===== src/iplc_pkg.sv =====
// constants, register map and carrier types of the input power limit control
// assumes a 50 MHz system clock and millivolt / 10 mA codes from the analog side
package iplc_pkg;

   // ==========================================================================
   // clock and timing
   localparam int CLK_HZ = 50000000;
   localparam int CLK_MHZ = CLK_HZ / 1000000;
   // least dwell between two optimizer current steps, in ns
   localparam int OPT_STEP_NS = 10000;
   localparam int OPT_STEP_CYC = (OPT_STEP_NS * CLK_MHZ + 999) / 1000;

   // ==========================================================================
   // register offsets (byte addresses)
   localparam int ADDR_W = 5;
   localparam logic [4:0] OFS_CTRL = 5'h00;
   localparam logic [4:0] OFS_ICL = 5'h04;
   localparam logic [4:0] OFS_VDL = 5'h08;
   localparam logic [4:0] OFS_STAT = 5'h0C;
   localparam logic [4:0] OFS_FLAG = 5'h10;
   localparam logic [4:0] OFS_EFF = 5'h14;
   localparam logic [4:0] OFS_CLAMP = 5'h18;

   // control register fields
   localparam int CTRL_W = 7;
   localparam int B_OPT_EN = 0;
   localparam int B_OPT_FORCE = 1;
   localparam int B_HIZ = 2;
   localparam int B_EXT_CLAMP = 3;
   localparam int B_REMEAS = 4;
   localparam int B_PFM_DIS = 5;
   localparam int B_AUDIO_DIS = 6;
   localparam logic [6:0] CTRL_RST = 7'h08;

   // status register fields
   localparam int B_OPT_ST_LO = 0;
   localparam int B_MINSYS = 2;
   localparam int B_VDL_ACT = 3;
   localparam int B_ICL_ACT = 4;
   // flag register field
   localparam int B_OPT_FLAG = 0;

   // optimizer state codes
   localparam logic [1:0] OPT_OFF = 2'h0;
   localparam logic [1:0] OPT_RUN = 2'h1;
   localparam logic [1:0] OPT_DONE = 2'h2;

   // ==========================================================================
   // current codes, 10 mA per step
   localparam int CUR_W = 9;
   localparam logic [8:0] CUR_MIN = 9'h00A;
   localparam logic [8:0] CUR_OPT_START = 9'h032;
   localparam logic [8:0] CUR_DEFAULT = 9'h12C;
   localparam logic [8:0] CUR_MAX = 9'h14A;
   localparam logic [8:0] CUR_STEP = 9'h00A;

   // voltages in mV
   localparam int MV_W = 16;
   localparam logic [15:0] VDL_MIN = 16'h0E10;
   localparam logic [15:0] VDL_MAX = 16'h55F0;
   localparam logic [15:0] VDL_RST = 16'h0E10;
   localparam logic [15:0] VBUS_HI_THR = 16'h1B58;
   localparam logic [15:0] VBUS_OFS_HI = 16'h0578;
   localparam logic [15:0] VBUS_OFS_LO = 16'h02BC;
   localparam logic [15:0] PIN_BASE = 16'h03E8;
   localparam logic [15:0] PIN_FLOOR = 16'h0438;
   // 800 mohm: 8 mV per 10 mA code
   localparam int PIN_MV_SHIFT = 3;

   // adc channels and bus answers
   localparam logic ADC_CH_VBUS = 1'b0;
   localparam logic ADC_CH_PIN = 1'b1;
   localparam logic [1:0] RESP_OKAY = 2'h0;
   localparam logic [1:0] RESP_SLVERR = 2'h2;

   // ==========================================================================
   // carriers
   typedef struct packed {
      logic adapter_present;
      logic dcp_detected;
      logic vbat_below_sysmin;
      logic sys_at_min;
      logic vdl_loop;
      logic icl_loop;
      logic input_overvoltage;
      logic vsys_ovp;
      logic vbat_ovp;
      logic sys_short;
      logic input_overcurrent;
      logic pin_below_low;
      logic pin_above_high;
   } iplc_sense_t;

   typedef struct packed {
      logic gate_reg_on;
      logic switching_on;
      logic adc_on;
      logic batt_switch_on;
      logic charge_suspend;
      logic pfm_on;
      logic audio_floor_on;
   } iplc_drive_t;

endpackage : iplc_pkg


===== src/iplc_core.sv =====
// input power limit control: optimizer, voltage limit derivation, hiz, limit pin clamp
// assumes asynchronous comparator levels, a same-clock adc, and an AXI4-Lite master
//
// The implementer's own choices: the placing of the registers and register access over AXI4-Lite.
module iplc_core
   import iplc_pkg::*;
(
   input wire logic CLK,
   input wire logic SYS_RST,
   input wire logic [iplc_pkg::ADDR_W-1:0] S_AXI_AWADDR,
   input wire logic S_AXI_AWVALID,
   output logic S_AXI_AWREADY,
   input wire logic [31:0] S_AXI_WDATA,
   input wire logic [3:0] S_AXI_WSTRB,
   input wire logic S_AXI_WVALID,
   output logic S_AXI_WREADY,
   output logic [1:0] S_AXI_BRESP,
   output logic S_AXI_BVALID,
   input wire logic S_AXI_BREADY,
   input wire logic [iplc_pkg::ADDR_W-1:0] S_AXI_ARADDR,
   input wire logic S_AXI_ARVALID,
   output logic S_AXI_ARREADY,
   output logic [31:0] S_AXI_RDATA,
   output logic [1:0] S_AXI_RRESP,
   output logic S_AXI_RVALID,
   input wire logic S_AXI_RREADY,
   input wire iplc_pkg::iplc_sense_t SENSE,
   output logic ADC_REQ,
   output logic ADC_CH,
   input wire logic ADC_VALID,
   input wire logic [iplc_pkg::MV_W-1:0] ADC_MV,
   output iplc_pkg::iplc_drive_t DRIVE,
   output logic [iplc_pkg::CUR_W-1:0] PIN_CURRENT_CLAMP_CODE
);
   import iplc_pkg::*;

   // ==========================================================================
   // helpers
   function automatic logic [31:0] merge(input logic [31:0] old, input logic [31:0] nw,
                                        input logic [3:0] strb);
      logic [31:0] res;
      res = old;
      for (int i = 0; i < 4; i++) begin
         if (strb[i]) begin
            res[i*8 +: 8] = nw[i*8 +: 8];
         end
      end
      return res;
   endfunction : merge

   function automatic logic [CUR_W-1:0] min_cur(input logic [CUR_W-1:0] a,
                                               input logic [CUR_W-1:0] b);
      return (a < b) ? a : b;
   endfunction : min_cur

   // pin voltage to current code: v = 1 V + 0.8 ohm * i
   function automatic logic [CUR_W-1:0] pin_to_clamp(input logic [MV_W-1:0] mv);
      logic [MV_W-1:0] q;
      q = (mv - PIN_BASE) >> PIN_MV_SHIFT;
      if (mv < PIN_FLOOR) begin
         return CUR_MIN;
      end
      if (q > MV_W'(CUR_MAX)) begin
         return CUR_MAX;
      end
      return q[CUR_W-1:0];
   endfunction : pin_to_clamp

   function automatic logic [MV_W-1:0] vbus_to_vdl(input logic [MV_W-1:0] mv);
      logic [MV_W:0] v;
      v = (mv >= VBUS_HI_THR) ? ({1'b0, mv} - {1'b0, VBUS_OFS_HI})
                              : ({1'b0, mv} - {1'b0, VBUS_OFS_LO});
      if (v[MV_W] || v[MV_W-1:0] < VDL_MIN) begin
         return VDL_MIN;
      end
      if (v[MV_W-1:0] > VDL_MAX) begin
         return VDL_MAX;
      end
      return v[MV_W-1:0];
   endfunction : vbus_to_vdl

   // ==========================================================================
   // input synchronisers: a change counts once stages two and three agree
   iplc_sense_t sync1_r, sync2_r, sync3_r, sense_r, sense_prev_r;

   always_ff @(posedge CLK) begin
      if (SYS_RST) begin
         sync1_r <= '0;
         sync2_r <= '0;
         sync3_r <= '0;
      end else begin
         sync1_r <= SENSE;
         sync2_r <= sync1_r;
         sync3_r <= sync2_r;
      end
   end

   always_ff @(posedge CLK) begin
      if (SYS_RST) begin
         sense_r <= '0;
         sense_prev_r <= '0;
      end else begin
         sense_r <= (sync2_r & sync3_r) | (sense_r & (sync2_r | sync3_r));
         sense_prev_r <= sense_r;
      end
   end

   wire adapter_rise = sense_r.adapter_present & ~sense_prev_r.adapter_present;
   wire dcp_rise = sense_r.dcp_detected & ~sense_prev_r.dcp_detected;
   wire ovp_rise = sense_r.input_overvoltage & ~sense_prev_r.input_overvoltage;
   wire hiz_fault = (sense_r.sys_short & ~sense_prev_r.sys_short)
                  | (sense_r.input_overcurrent & ~sense_prev_r.input_overcurrent);
   wire ovp_any = sense_r.input_overvoltage | sense_r.vsys_ovp | sense_r.vbat_ovp;

   // ==========================================================================
   // AXI4-Lite slave handshake
   logic aw_got_r, w_got_r, bvalid_r, rvalid_r;
   logic [ADDR_W-1:0] awaddr_r;
   logic [31:0] wdata_r, rdata_r;
   logic [3:0] wstrb_r;
   logic [1:0] bresp_r, rresp_r;

   assign S_AXI_AWREADY = ~aw_got_r & ~bvalid_r;
   assign S_AXI_WREADY = ~w_got_r & ~bvalid_r;
   assign S_AXI_ARREADY = ~rvalid_r;
   assign S_AXI_BVALID = bvalid_r;
   assign S_AXI_BRESP = bresp_r;
   assign S_AXI_RVALID = rvalid_r;
   assign S_AXI_RDATA = rdata_r;
   assign S_AXI_RRESP = rresp_r;

   wire wr_go = aw_got_r & w_got_r & ~bvalid_r;
   wire rd_go = S_AXI_ARVALID & ~rvalid_r;
   wire [ADDR_W-1:0] wa = {awaddr_r[ADDR_W-1:2], 2'b00};
   wire [ADDR_W-1:0] ra = {S_AXI_ARADDR[ADDR_W-1:2], 2'b00};
   wire wr_ctrl = wr_go & (wa == OFS_CTRL);
   wire wr_icl = wr_go & (wa == OFS_ICL);
   wire wr_vdl = wr_go & (wa == OFS_VDL);
   wire wr_flag = wr_go & (wa == OFS_FLAG);
   wire wa_ok = (wa <= OFS_CLAMP);
   wire ra_ok = (ra <= OFS_CLAMP);

   always_ff @(posedge CLK) begin
      if (SYS_RST) begin
         aw_got_r <= 1'b0;
         w_got_r <= 1'b0;
         awaddr_r <= '0;
         wdata_r <= '0;
         wstrb_r <= '0;
         bvalid_r <= 1'b0;
         bresp_r <= RESP_OKAY;
      end else begin
         if (S_AXI_AWVALID & S_AXI_AWREADY) begin
            aw_got_r <= 1'b1;
            awaddr_r <= S_AXI_AWADDR;
         end
         if (S_AXI_WVALID & S_AXI_WREADY) begin
            w_got_r <= 1'b1;
            wdata_r <= S_AXI_WDATA;
            wstrb_r <= S_AXI_WSTRB;
         end
         if (wr_go) begin
            aw_got_r <= 1'b0;
            w_got_r <= 1'b0;
            bvalid_r <= 1'b1;
            bresp_r <= wa_ok ? RESP_OKAY : RESP_SLVERR;
         end else if (bvalid_r & S_AXI_BREADY) begin
            bvalid_r <= 1'b0;
         end
      end
   end

   // ==========================================================================
   // register state
   typedef enum logic [2:0] {PU_IDLE, PU_PIN, PU_BUS, PU_RUN, PU_REMEAS} iplc_pu_t;
   iplc_pu_t pu_r;
   logic [CTRL_W-1:0] ctrl_r;
   logic [CUR_W-1:0] icl_r, clamp_r, opt_pin_current_clamp_r, eff_r;
   logic [MV_W-1:0] vdl_r;
   logic [1:0] opt_state_r, opt_state_prev_r;
   logic opt_flag_r, pin_stop_r, restart_r;
   logic [15:0] step_cnt_r;

   wire opt_en = ctrl_r[B_OPT_EN];
   wire hiz = ctrl_r[B_HIZ];
   wire ext_en = ctrl_r[B_EXT_CLAMP];
   wire remeas = ctrl_r[B_REMEAS];
   wire adc_done = ADC_REQ & ADC_VALID;

   wire [31:0] ctrl_wr = merge({25'h0, ctrl_r}, wdata_r, wstrb_r);
   wire [31:0] icl_wr = merge({23'h0, icl_r}, wdata_r, wstrb_r);
   wire [31:0] vdl_wr = merge({16'h0, vdl_r}, wdata_r, wstrb_r);
   wire icl_wr_ok = (icl_wr[31:CUR_W] == '0) & ~(ext_en & (icl_wr[CUR_W-1:0] > clamp_r));
   wire force_evt = wr_ctrl & ctrl_wr[B_OPT_FORCE];
   wire remeas_skip = (pu_r == PU_RUN) & remeas & sense_r.sys_at_min;
   wire remeas_done = (pu_r == PU_REMEAS) & adc_done;

   // ==========================================================================
   // control register: hardware sets of hiz win over software and plug clears
   always_ff @(posedge CLK) begin
      if (SYS_RST) begin
         ctrl_r <= CTRL_RST;
      end else begin
         if (wr_ctrl) begin
            ctrl_r <= ctrl_wr[CTRL_W-1:0];
         end else begin
            ctrl_r[B_OPT_FORCE] <= 1'b0;
            if (remeas_skip | remeas_done) begin
               ctrl_r[B_REMEAS] <= 1'b0;
            end
         end
         if (adapter_rise) begin
            ctrl_r[B_HIZ] <= 1'b0;
         end
         if (hiz_fault) begin
            ctrl_r[B_HIZ] <= 1'b1;
         end
      end
   end

   // ==========================================================================
   // power-up and remeasure sequence
   always_ff @(posedge CLK) begin
      if (SYS_RST) begin
         pu_r <= PU_IDLE;
         clamp_r <= CUR_MAX;
         icl_r <= CUR_DEFAULT;
         vdl_r <= VDL_RST;
      end else begin
         if (wr_icl & icl_wr_ok) begin
            icl_r <= icl_wr[CUR_W-1:0];
         end
         if (wr_vdl) begin
            vdl_r <= vdl_wr[MV_W-1:0];
         end
         if (~sense_r.adapter_present | hiz) begin
            pu_r <= PU_IDLE;
         end else begin
            case (pu_r)
               PU_IDLE: begin
                  pu_r <= PU_PIN;
               end
               PU_PIN: begin
                  if (adc_done) begin
                     clamp_r <= pin_to_clamp(ADC_MV);
                     icl_r <= (ext_en & (CUR_DEFAULT > pin_to_clamp(ADC_MV)))
                              ? pin_to_clamp(ADC_MV) : CUR_DEFAULT;
                     pu_r <= PU_BUS;
                  end
               end
               PU_BUS: begin
                  if (adc_done) begin
                     vdl_r <= vbus_to_vdl(ADC_MV);
                     pu_r <= PU_RUN;
                  end
               end
               PU_RUN: begin
                  if (remeas & ~sense_r.sys_at_min) begin
                     pu_r <= PU_REMEAS;
                  end
               end
               PU_REMEAS: begin
                  if (adc_done) begin
                     vdl_r <= vbus_to_vdl(ADC_MV);
                     pu_r <= PU_RUN;
                  end
               end
               default: begin
                  pu_r <= PU_IDLE;
               end
            endcase
         end
      end
   end

   assign ADC_REQ = ~hiz & ((pu_r == PU_PIN) | (pu_r == PU_BUS) | (pu_r == PU_REMEAS));
   assign ADC_CH = (pu_r == PU_PIN) ? ADC_CH_PIN : ADC_CH_VBUS;

   // ==========================================================================
   // optimizer
   logic [CUR_W-1:0] icl_prev_r;
   logic [MV_W-1:0] vdl_prev_r;
   logic hiz_prev_r;

   always_ff @(posedge CLK) begin
      if (SYS_RST) begin
         icl_prev_r <= CUR_DEFAULT;
         vdl_prev_r <= VDL_RST;
         hiz_prev_r <= 1'b0;
         restart_r <= 1'b0;
      end else begin
         icl_prev_r <= icl_r;
         vdl_prev_r <= vdl_r;
         hiz_prev_r <= hiz;
         restart_r <= adapter_rise | (hiz != hiz_prev_r) | (icl_r != icl_prev_r)
                    | (vdl_r != vdl_prev_r) | force_evt | ovp_rise;
      end
   end

   wire opt_start = restart_r | dcp_rise;
   wire step_due = (step_cnt_r == 16'(OPT_STEP_CYC - 1));

   always_ff @(posedge CLK) begin
      if (SYS_RST) begin
         opt_state_r <= OPT_OFF;
         opt_pin_current_clamp_r <= CUR_OPT_START;
         step_cnt_r <= '0;
      end else if (~opt_en) begin
         opt_state_r <= OPT_OFF;
         step_cnt_r <= '0;
      end else if (opt_start) begin
         opt_state_r <= OPT_RUN;
         opt_pin_current_clamp_r <= sense_r.vbat_below_sysmin ? icl_r : CUR_OPT_START;
         step_cnt_r <= '0;
      end else if (opt_state_r == OPT_RUN) begin
         if (sense_r.vdl_loop) begin
            opt_state_r <= OPT_DONE;
         end else if (step_due) begin
            step_cnt_r <= '0;
            if (opt_pin_current_clamp_r >= icl_r) begin
               opt_state_r <= OPT_DONE;
            end else begin
               opt_pin_current_clamp_r <= min_cur(opt_pin_current_clamp_r + CUR_STEP, icl_r);
            end
         end else begin
            step_cnt_r <= step_cnt_r + 16'h0001;
         end
      end
   end

   // flag: a state change in the clearing cycle keeps it set
   always_ff @(posedge CLK) begin
      if (SYS_RST) begin
         opt_state_prev_r <= OPT_OFF;
         opt_flag_r <= 1'b0;
      end else begin
         opt_state_prev_r <= opt_state_r;
         opt_flag_r <= (opt_state_r != opt_state_prev_r)
                     | (opt_flag_r & ~(wr_flag & wdata_r[B_OPT_FLAG] & wstrb_r[0]));
      end
   end

   // ==========================================================================
   // effective limit, pin hysteresis and power outputs
   wire [CUR_W-1:0] lim_src = opt_en ? opt_pin_current_clamp_r : icl_r;
   wire pin_stop_nxt = sense_r.pin_below_low ? 1'b1
                     : (sense_r.pin_above_high ? 1'b0 : pin_stop_r);
   wire sw_ok = (pu_r == PU_RUN) & ~hiz & ~ovp_any & ~pin_stop_r;

   always_ff @(posedge CLK) begin
      if (SYS_RST) begin
         eff_r <= CUR_DEFAULT;
         pin_stop_r <= 1'b0;
         DRIVE <= '0;
      end else begin
         eff_r <= (ext_en & (lim_src > clamp_r)) ? clamp_r : lim_src;
         pin_stop_r <= pin_stop_nxt;
         DRIVE.gate_reg_on <= sense_r.adapter_present & ~hiz;
         DRIVE.switching_on <= sw_ok;
         DRIVE.adc_on <= ~hiz;
         DRIVE.batt_switch_on <= hiz | ~sw_ok;
         DRIVE.charge_suspend <= ~sw_ok;
         DRIVE.pfm_on <= ~ctrl_r[B_PFM_DIS];
         DRIVE.audio_floor_on <= ~ctrl_r[B_PFM_DIS] & ~ctrl_r[B_AUDIO_DIS];
      end
   end

   assign PIN_CURRENT_CLAMP_CODE = eff_r;

   // ==========================================================================
   // read path
   logic [31:0] rd_word;

   always_comb begin
      rd_word = 32'h0000_0000;
      case (ra)
         OFS_CTRL: rd_word = {25'h0, ctrl_r};
         OFS_ICL: rd_word = {23'h0, icl_r};
         OFS_VDL: rd_word = {16'h0, vdl_r};
         OFS_STAT: rd_word = {27'h0, sense_r.icl_loop, sense_r.vdl_loop,
                              sense_r.sys_at_min, opt_state_r};
         OFS_FLAG: rd_word = {31'h0, opt_flag_r};
         OFS_EFF: rd_word = {23'h0, eff_r};
         OFS_CLAMP: rd_word = {23'h0, clamp_r};
         default: rd_word = 32'h0000_0000;
      endcase
   end

   always_ff @(posedge CLK) begin
      if (SYS_RST) begin
         rvalid_r <= 1'b0;
         rdata_r <= '0;
         rresp_r <= RESP_OKAY;
      end else if (rd_go) begin
         rvalid_r <= 1'b1;
         rdata_r <= rd_word;
         rresp_r <= ra_ok ? RESP_OKAY : RESP_SLVERR;
      end else if (rvalid_r & S_AXI_RREADY) begin
         rvalid_r <= 1'b0;
      end
   end

endmodule : iplc_core


===== config.mk =====
export PLATFORM = sky130hd
export DESIGN_NAME = iplc_core
export DESIGN_NICKNAME = d
export VERILOG_FILES = /design/src/iplc_pkg.sv /design/src/iplc_core.sv
export SDC_FILE = /design/constraint.sdc
export NUM_CORES = 1
export LEC_CHECK = 0
export BUFFER_PORTS_ARGS = -buffer_cell sky130_fd_sc_hd__buf_4
export CAP_MARGIN = 40
export CORE_MARGIN = 2
export CORE_UTILIZATION = 60
export CTS_CLUSTER_DIAMETER = 150
export DETAILED_ROUTE_END_ITERATION = 12
export PLACE_DENSITY = 0.92
export SLEW_MARGIN = 20
export SYNTH_ARGS = -nofsm -noshare
export SYNTH_HDL_FRONTEND = slang
export SYNTH_SLANG_ARGS = --single-unit

===== constraint.sdc =====
create_clock -name CLK -period 5 [get_ports CLK]
set_input_delay 1 -clock CLK [delete_from_list [all_inputs] [get_ports CLK]]
set_output_delay 1 -clock CLK [all_outputs]
set_load 0.01 [all_outputs]

# --- Word level (Yosys, flattened, before mapping) ---
# Index checks and enable logic that the tools add are counted.
word_totals:
  mem_count: 0
  out_inout_bits: 59
  mem_bits_ro: 0
  ff_bits: 256
  mem_bits_rw: 0
  inputBits: 83
  latchBits: 0
classes:
  div_mod_pow: 0
  add_sub_neg: 5
  order_cmp: 12
  n_mul: 0
  n_mux: 96
  eq_ne: 25
  shifts: 0
  bitwise_logic: 80
  n_reduce_logical: 32
ops:
  columns: ["cell", "count"]
  rows:
  - ["$mux W9", 22]
  - ["$mux W16", 11]
  - ["$pmux W16 S7", 1]
  - ["$mux W8", 6]
  - ["$mux W1", 44]
  - ["$and A1 B1 Y1", 38]
  - ["$pmux W16 S2", 1]
  - ["$and A13 B13 Y13", 2]
  - ["$or A13 B13 Y13", 2]
  - ["$logic_not A23 Y1", 1]
  - ["$not A1 Y1", 23]
  - ["$gt A9 B9 Y1", 2]
  - ["$mux W17", 1]
  - ["$sub A16 B10 Y17 const B", 1]
  - ["$sub A16 B11 Y17 const B", 1]
  - ["$add A16 B1 Y16 const B", 1]
  - ["$eq A16 B9 Y1 const B", 1]
  - ["$ge A16 B13 Y1 const B", 1]
  - ["$gt A16 B15 Y1 const B", 1]
  - ["$lt A16 B11 Y1 const B", 1]
  - ["$lt A16 B12 Y1 const B", 1]
  - ["$ne A16 B16 Y1", 1]
  - ["$reduce_bool A2 Y1", 8]
  - ["$sub A16 B10 Y16 const B", 1]
  - ["other kinds (29)", 78]

# --- Longest topological paths before layout ---
depth:
  ltp_word: 26
  depth_mapped: 14
  mapped_depth_nobuf: 12

# --- Least setup slack after synthesis ---
# Ideal clock, no wire load.
synth_timing:
  path_type: "input port to flip-flop"
  start: "input ADC_MV[3] in the netlist's numbering"
  end: "register vdl_r[0]"
  arrival_ps: 3374
  cell_stages: 10
  n_path_buf: 0
  setup_slack_ps: 1508
  cell_sequence: "ha_1 > a31o_1 > and2_1 > o21a_1 > or3_1 > a22o_1 > or4_4 > nand2_1 > nand3_2 > a32o_1"
synth_between:
  elab_chain_len: 14
synth_rtl:
  columns: ["item", "line_no", "source"]
  rows:
  - ["start: declaration", "iplc_core.sv:31", "input wire logic [iplc_pkg::MV_W-1:0] ADC_MV,"]
  - ["$sub A16 B10 Y17, or another cell as far along", "iplc_core.sv:72", ": ({1'b0, mv} - {1'b0, VBUS_OFS_LO});"]
  - ["$mux W17 *", "iplc_core.sv:71", "v = (mv >= VBUS_HI_THR) ? ({1'b0, mv} - {1'b0, VBUS_OFS_HI})"]
  - ["$gt A16 B15 Y1", "iplc_core.sv:76", "if (v[MV_W-1:0] > VDL_MAX) begin"]
  - ["$mux W1 (2 in series)", "iplc_core.sv:76", null]
  - ["$mux W1 (on tied branches)", "iplc_core.sv:263, iplc_core.sv:252", null]
  - ["$mux W1", "iplc_core.sv:239", "case (pu_r)"]
  - ["$mux W1", "iplc_core.sv:236", "if (~sense_r.adapter_present | hiz) begin"]
  - ["$mux W1", "iplc_core.sv:224", "if (SYS_RST) begin"]
  - ["$mux W16", "iplc_core.sv:79", "return v[MV_W-1:0];"]
  - ["$mux W16", "iplc_core.sv:76", null]
  - ["$mux W16 (on tied branches)", "iplc_core.sv:263, iplc_core.sv:252", null]
  - ["$pmux W16 S2 *", "iplc_core.sv:239", null]
  - ["$mux W16 *", "iplc_core.sv:236", null]
  - ["end signal: assignment", "iplc_core.sv:234", "vdl_r <= vdl_wr[MV_W-1:0];"]
  - ["end signal: assignment", "iplc_core.sv:253", "vdl_r <= vbus_to_vdl(ADC_MV);"]
  - ["end signal: assignment", "iplc_core.sv:264", "vdl_r <= vbus_to_vdl(ADC_MV);"]
  - ["end: declaration", "iplc_core.sv:179", "logic [MV_W-1:0] vdl_r;"]
# Every way passes the cells marked *; elsewhere a longest branch is shown, timed or not. The select of a mux whose other input is x is not followed.
# A chain may end at the register's enable or synchronous reset.

# --- Worst setup path in the final report ---
layout_timing:
  start: "register ctrl_r[0]"
  end: "register eff_r[6] (netlist: PIN_CURRENT_CLAMP_CODE[6])"
layout_between:
  elab_chain_len: 4
layout_rtl:
  columns: ["item", "line_no", "source"]
  rows:
  - ["start: declaration", "iplc_core.sv:177", "logic [CTRL_W-1:0] ctrl_r;"]
  - ["start signal: assignment", "iplc_core.sv:205", "ctrl_r <= ctrl_wr[CTRL_W-1:0];"]
  - ["$mux W9 *", "iplc_core.sv:345", "wire [CUR_W-1:0] lim_src = opt_en ? opt_pin_current_clamp_r : icl_r;"]
  - ["$gt A9 B9 Y1", "iplc_core.sv:356", "eff_r <= (ext_en & (lim_src > clamp_r)) ? clamp_r : lim_src;"]
  - ["$and A1 B1 Y1", "iplc_core.sv:356", null]
  - ["$mux W9 *", "iplc_core.sv:356", null]
  - ["end signal: assignment", "iplc_core.sv:356", null]
  - ["end: declaration", "iplc_core.sv:178", "logic [CUR_W-1:0] icl_r, clamp_r, opt_pin_current_clamp_r, eff_r;"]
# Every way passes the cells marked *; elsewhere a longest branch is shown, timed or not.

==> results.toml <==
[outcome]
outcome = "finished, final reports clean"

[synthesis]
synth-seq-cells = 236
synthMuxAreaShare = 0.0428
synth_top_family_by_area = "simple AND/OR/NAND/NOR gates"
synthXorXnorAreaFrac = 0.0496
netlist_instances = 1368
synth.area.top_cells = "dfxtp_1 41%, nand2_1 5.3%, a21oi_1 4.7%, ha_1 4.3%, nor2b_1 3.6%"
synth_area_sq_mm = 0.0117
yosysSeqAreaShare = 0.405
synth_edf_count = 0
yosysTopAreaCellShare = 0.405
yosys-top-cells-count = "236 x dfxtp_1, 165 x nand2_1, 110 x a21oi_1, 94 x nor2_1, 67 x nor2b_1"
yosysMostFrequentCell = "dfxtp_1"
synth-compound-area-share = 0.196
yosysUniqueCellTypes = 83
avgSynthCellArea_sq_um = 8.52
async_flop_share = 0
synth_top_cell_by_area = "dfxtp_1"
yosysWarnings = 0
synth_ff_type = "dfxtp_1"
yosys.area_share.simple = 0.209
synth_fa_ha_area_frac = 0.0438

[sta]
relSlewSlack = 0.407
hold_viol_final = 0
setup_viol_count_final = 0
clock.fmax_mhz = 272
tns_ps = 0
period_needed_ps = 3670
worstMarginPinSlew_ps = 890
finalClockSkew_ps = 8.33
rsz0062_at_grt = "false"
finalCritPeriodShare = 0.735
slew_viol_final = 0

[power_and_ir_drop]
p_sw_w = 0.00102
combPwrFrac = 0.093
clkPwrFrac = 0.430
switching_share = 0.246
share_seq_of_total_power = 0.476
p_leak_nw = 5.48
internal_power_w = 0.00311
p_per_area_mw_per_mm2 = 309
ir_worst_vdd_mv = 0.290

[global_routing]
first_global_vias = 9887
grt_overflow = 0
grt_usage = 0.307
grt_max_degree = 79
antenna_found_initial = 0
grt_pass1_wl_microns = 50700

[detailed_routing]
wl_per_cell_microns = 18.7
avgViaCountPerCell = 6.20
route.detailed.drc = 0
drt_first_pass_iters = 6
vias = 10700
detail-route-antenna-nets = 0
drt_wl_total_microns = 32200
drtIter0Drc = 1303

[die]
rows = 50
ios = 142
die_w_microns = 143
die_h_microns = 143
core-area_sq_mm = 0.0189
die_area_sq_mm = 0.0206
initial_utilization = 0.617

[hold_path]
worstHoldStart = "sync1_r[2]$_SDFF_PP0_"
holdCritPathClass = "flip-flop to flip-flop"
whs_path_depth = 1
whs_endpoint = "sync2_r[2]$_SDFF_PP0_"

[clocking]
cts_max_level = 1
post_cts_buffers = 0
cts-root-buf = "clkbuf_16"
cts.sinks = 236
cts_tree = "built"
cts_hold_buffers = 0
clk_latency_ps = 510
ctsResizeCount = 0
numCtsBuffers = 24
clock_path_buffers = 3
clk_pin_slew_ps = 60

[finish]
area_growth_syn_to_layout_pct = 14.7
finish.utilization = 0.707
diodes = 0
layout.nets = 1567
drive_gt1_frac = 0.135

[setup_path]
worst_ep_arrival_time_ps = 4070
crit_required_ps = 5390
worstSetupPathType = "flip-flop to flip-flop"
cp_cell_sequence = "o21ai_0, ha_1, nor2b_1, o21a_1, o21a_1, o21a_1, o21a_1, o21a_1, o2111ai_1, a21oi_1, nor3_1"
cp_slowest_stage_delay_ps = 820
cp_common_cell = "o21a_1"
worstPathMaxFanout = 23
r2r-end = "PIN_CURRENT_CLAMP_CODE[6]$_SDFF_PP0_"
reg2reg_slack_ps = 1330
start_kind = "flip-flop"
r2r_start = "ctrl_r[0]$_SDFFE_PP0P_"
reg2regPathDepth = 11
cp-end-kind = "flip-flop"
crit_slowest_cell = "dfxtp_1"

[flow_run]
max_cap_viol_count = 0

[place]
port_buffers = 119
dp_hpwl_microns = 22600
gp_congestion = 0.968
-- layer usage --
metal / vias to the layer above / share of wire / global-route usage
met5: - / 0 / 0
met4: 0 / 0.052 / 0.139
met3: 118 / 0.079 / 0.0433
met2: 580 / 0.47 / 0.505
met1: 4993 / 0.40 / 0.401
li1: 4989 / - / -
-- registers in the layout (all words and copies together) (netlist names), 13 cells and up --
name and count:
sync1_r 13, vdl_prev_r 16, sync3_r 13, sync2_r 13
wdata_r 32, sense_r 13, step_cnt_r 16, vdl_r 16
S_AXI_RDATA 16
-- layout make-up --
cell class / count / area (sq um)
clock buffers: 33 / 696
clock inverters: 11 / 93.8
fillers: 1395 / 5530
inverters: 45 / 169
multi-input cells: 1009 / 6380
flip-flops and latches: 236 / 4720
well taps: 260 / 325
repair buffers: 128 / 970
-- cell families (layout without fill, tap and decap cells) --
kind of cell | Yosys count | after routing
other | 1 | 18
AO/OA/AOI/OAI | 347 | 347
AND/OR/NAND/NOR | 492 | 492
adder cells (fa/ha/maj) | 41 | 41
flip-flops | 236 | 236
buffers and inverters | 140 | 217
XOR/XNOR | 66 | 66
multiplexers | 45 | 45
-- power by group through the flow --
stage | logic [W] | clock network [W] | registers (W)
detailed placement | 0.000374 | 0 | 0.00200
floorplan | 0.000259 | 0 | 0.00199
global route | 0.000416 | 0.00186 | 0.00197
finish | 0.000385 | 0.00177 | 0.00196
CTS | 0.000378 | 0.00179 | 0.00196
global placement | 0.000363 | 0 | 0.00200
-- worst max-delay path: cells and delay by family, from the launching register on --
kind	cells	cell delay, ps
AOI/OAI and AO/OA	8	1920
adders and majority gates	1	350
and+or+nand+nor	2	450
DFF	1	820
-- worst max-delay path by stage --
stage	startpoint	to	slack, ps	cells past startpoint
global route	ADC_MV[3]	vdl_r[1]$_SDFF_PP0_	1180	10
floorplan	ADC_MV[3]	vdl_r[0]$_SDFF_PP0_	1510	10
finish	ctrl_r[0]$_SDFFE_PP0P_	PIN_CURRENT_CLAMP_CODE[6]$_SDFF_PP0_	1330	11
CTS	ctrl_r[0]$_SDFFE_PP0P_	PIN_CURRENT_CLAMP_CODE[6]$_SDFF_PP0_	1440	11
detailed placement	ADC_MV[3]	vdl_r[0]$_SDFF_PP0_	960	11
global placement	ADC_MV[3]	vdl_r[1]$_SDFF_PP0_	960	10
-- through the flow --
| stage | cell area, sq um | hold slack, ps | setup slack [ps] | std cells | total power, W |
|---|---|---|---|---|---|
| after floorplan | 11700 | 414 | 1510 | 1385 | 0.00225 |
| after global placement | 12500 | 416 | 961 | 1672 | 0.00236 |
| after detailed placement | 12600 | 422 | 959 | 1676 | 0.00238 |
| after CTS | 13400 | 436 | 1440 | 1720 | 0.00413 |
| after global routing | 13400 | 454 | 1180 | 1722 | 0.00425 |
| final | 13400 | 434 | 1330 | 1722 | 0.00412 |
-- layout by cell type, fill, tap and decap left out, types with 5 or more instances in the layout --
cell / netlist / routed
a31oi_1: 12 / 12
conb_1: 1 / 18
nor3_1: 35 / 35
a32oi_1: 5 / 5
a2bb2oi_1: 5 / 5
nand2_1: 165 / 165
a21oi_1: 110 / 110
clkinv_2: 0 / 7
xor2_1: 27 / 27
a21o_1: 15 / 15
mux2_2: 8 / 8
mux2i_1: 33 / 33
o2111ai_1: 6 / 6
o21a_1: 20 / 20
or3_1: 7 / 7
nand3_1: 21 / 21
nor2b_1: 67 / 67
or4_1: 5 / 5
ha_1: 40 / 40
nand2b_1: 6 / 6
nand4_1: 30 / 30
nor4_1: 14 / 14
a211oi_1: 9 / 9
nor2_1: 94 / 94
o21ai_0: 66 / 66
clkbuf_16: 0 / 25
o211ai_1: 7 / 7
inv_1: 45 / 45
or2_2: 5 / 5
buf_4: 20 / 121
and2_1: 14 / 13
and3_1: 8 / 8
xnor2_1: 39 / 39
a22oi_1: 23 / 23
dfxtp_1: 236 / 236
Note: power is estimated with default switching activity, not from simulation.
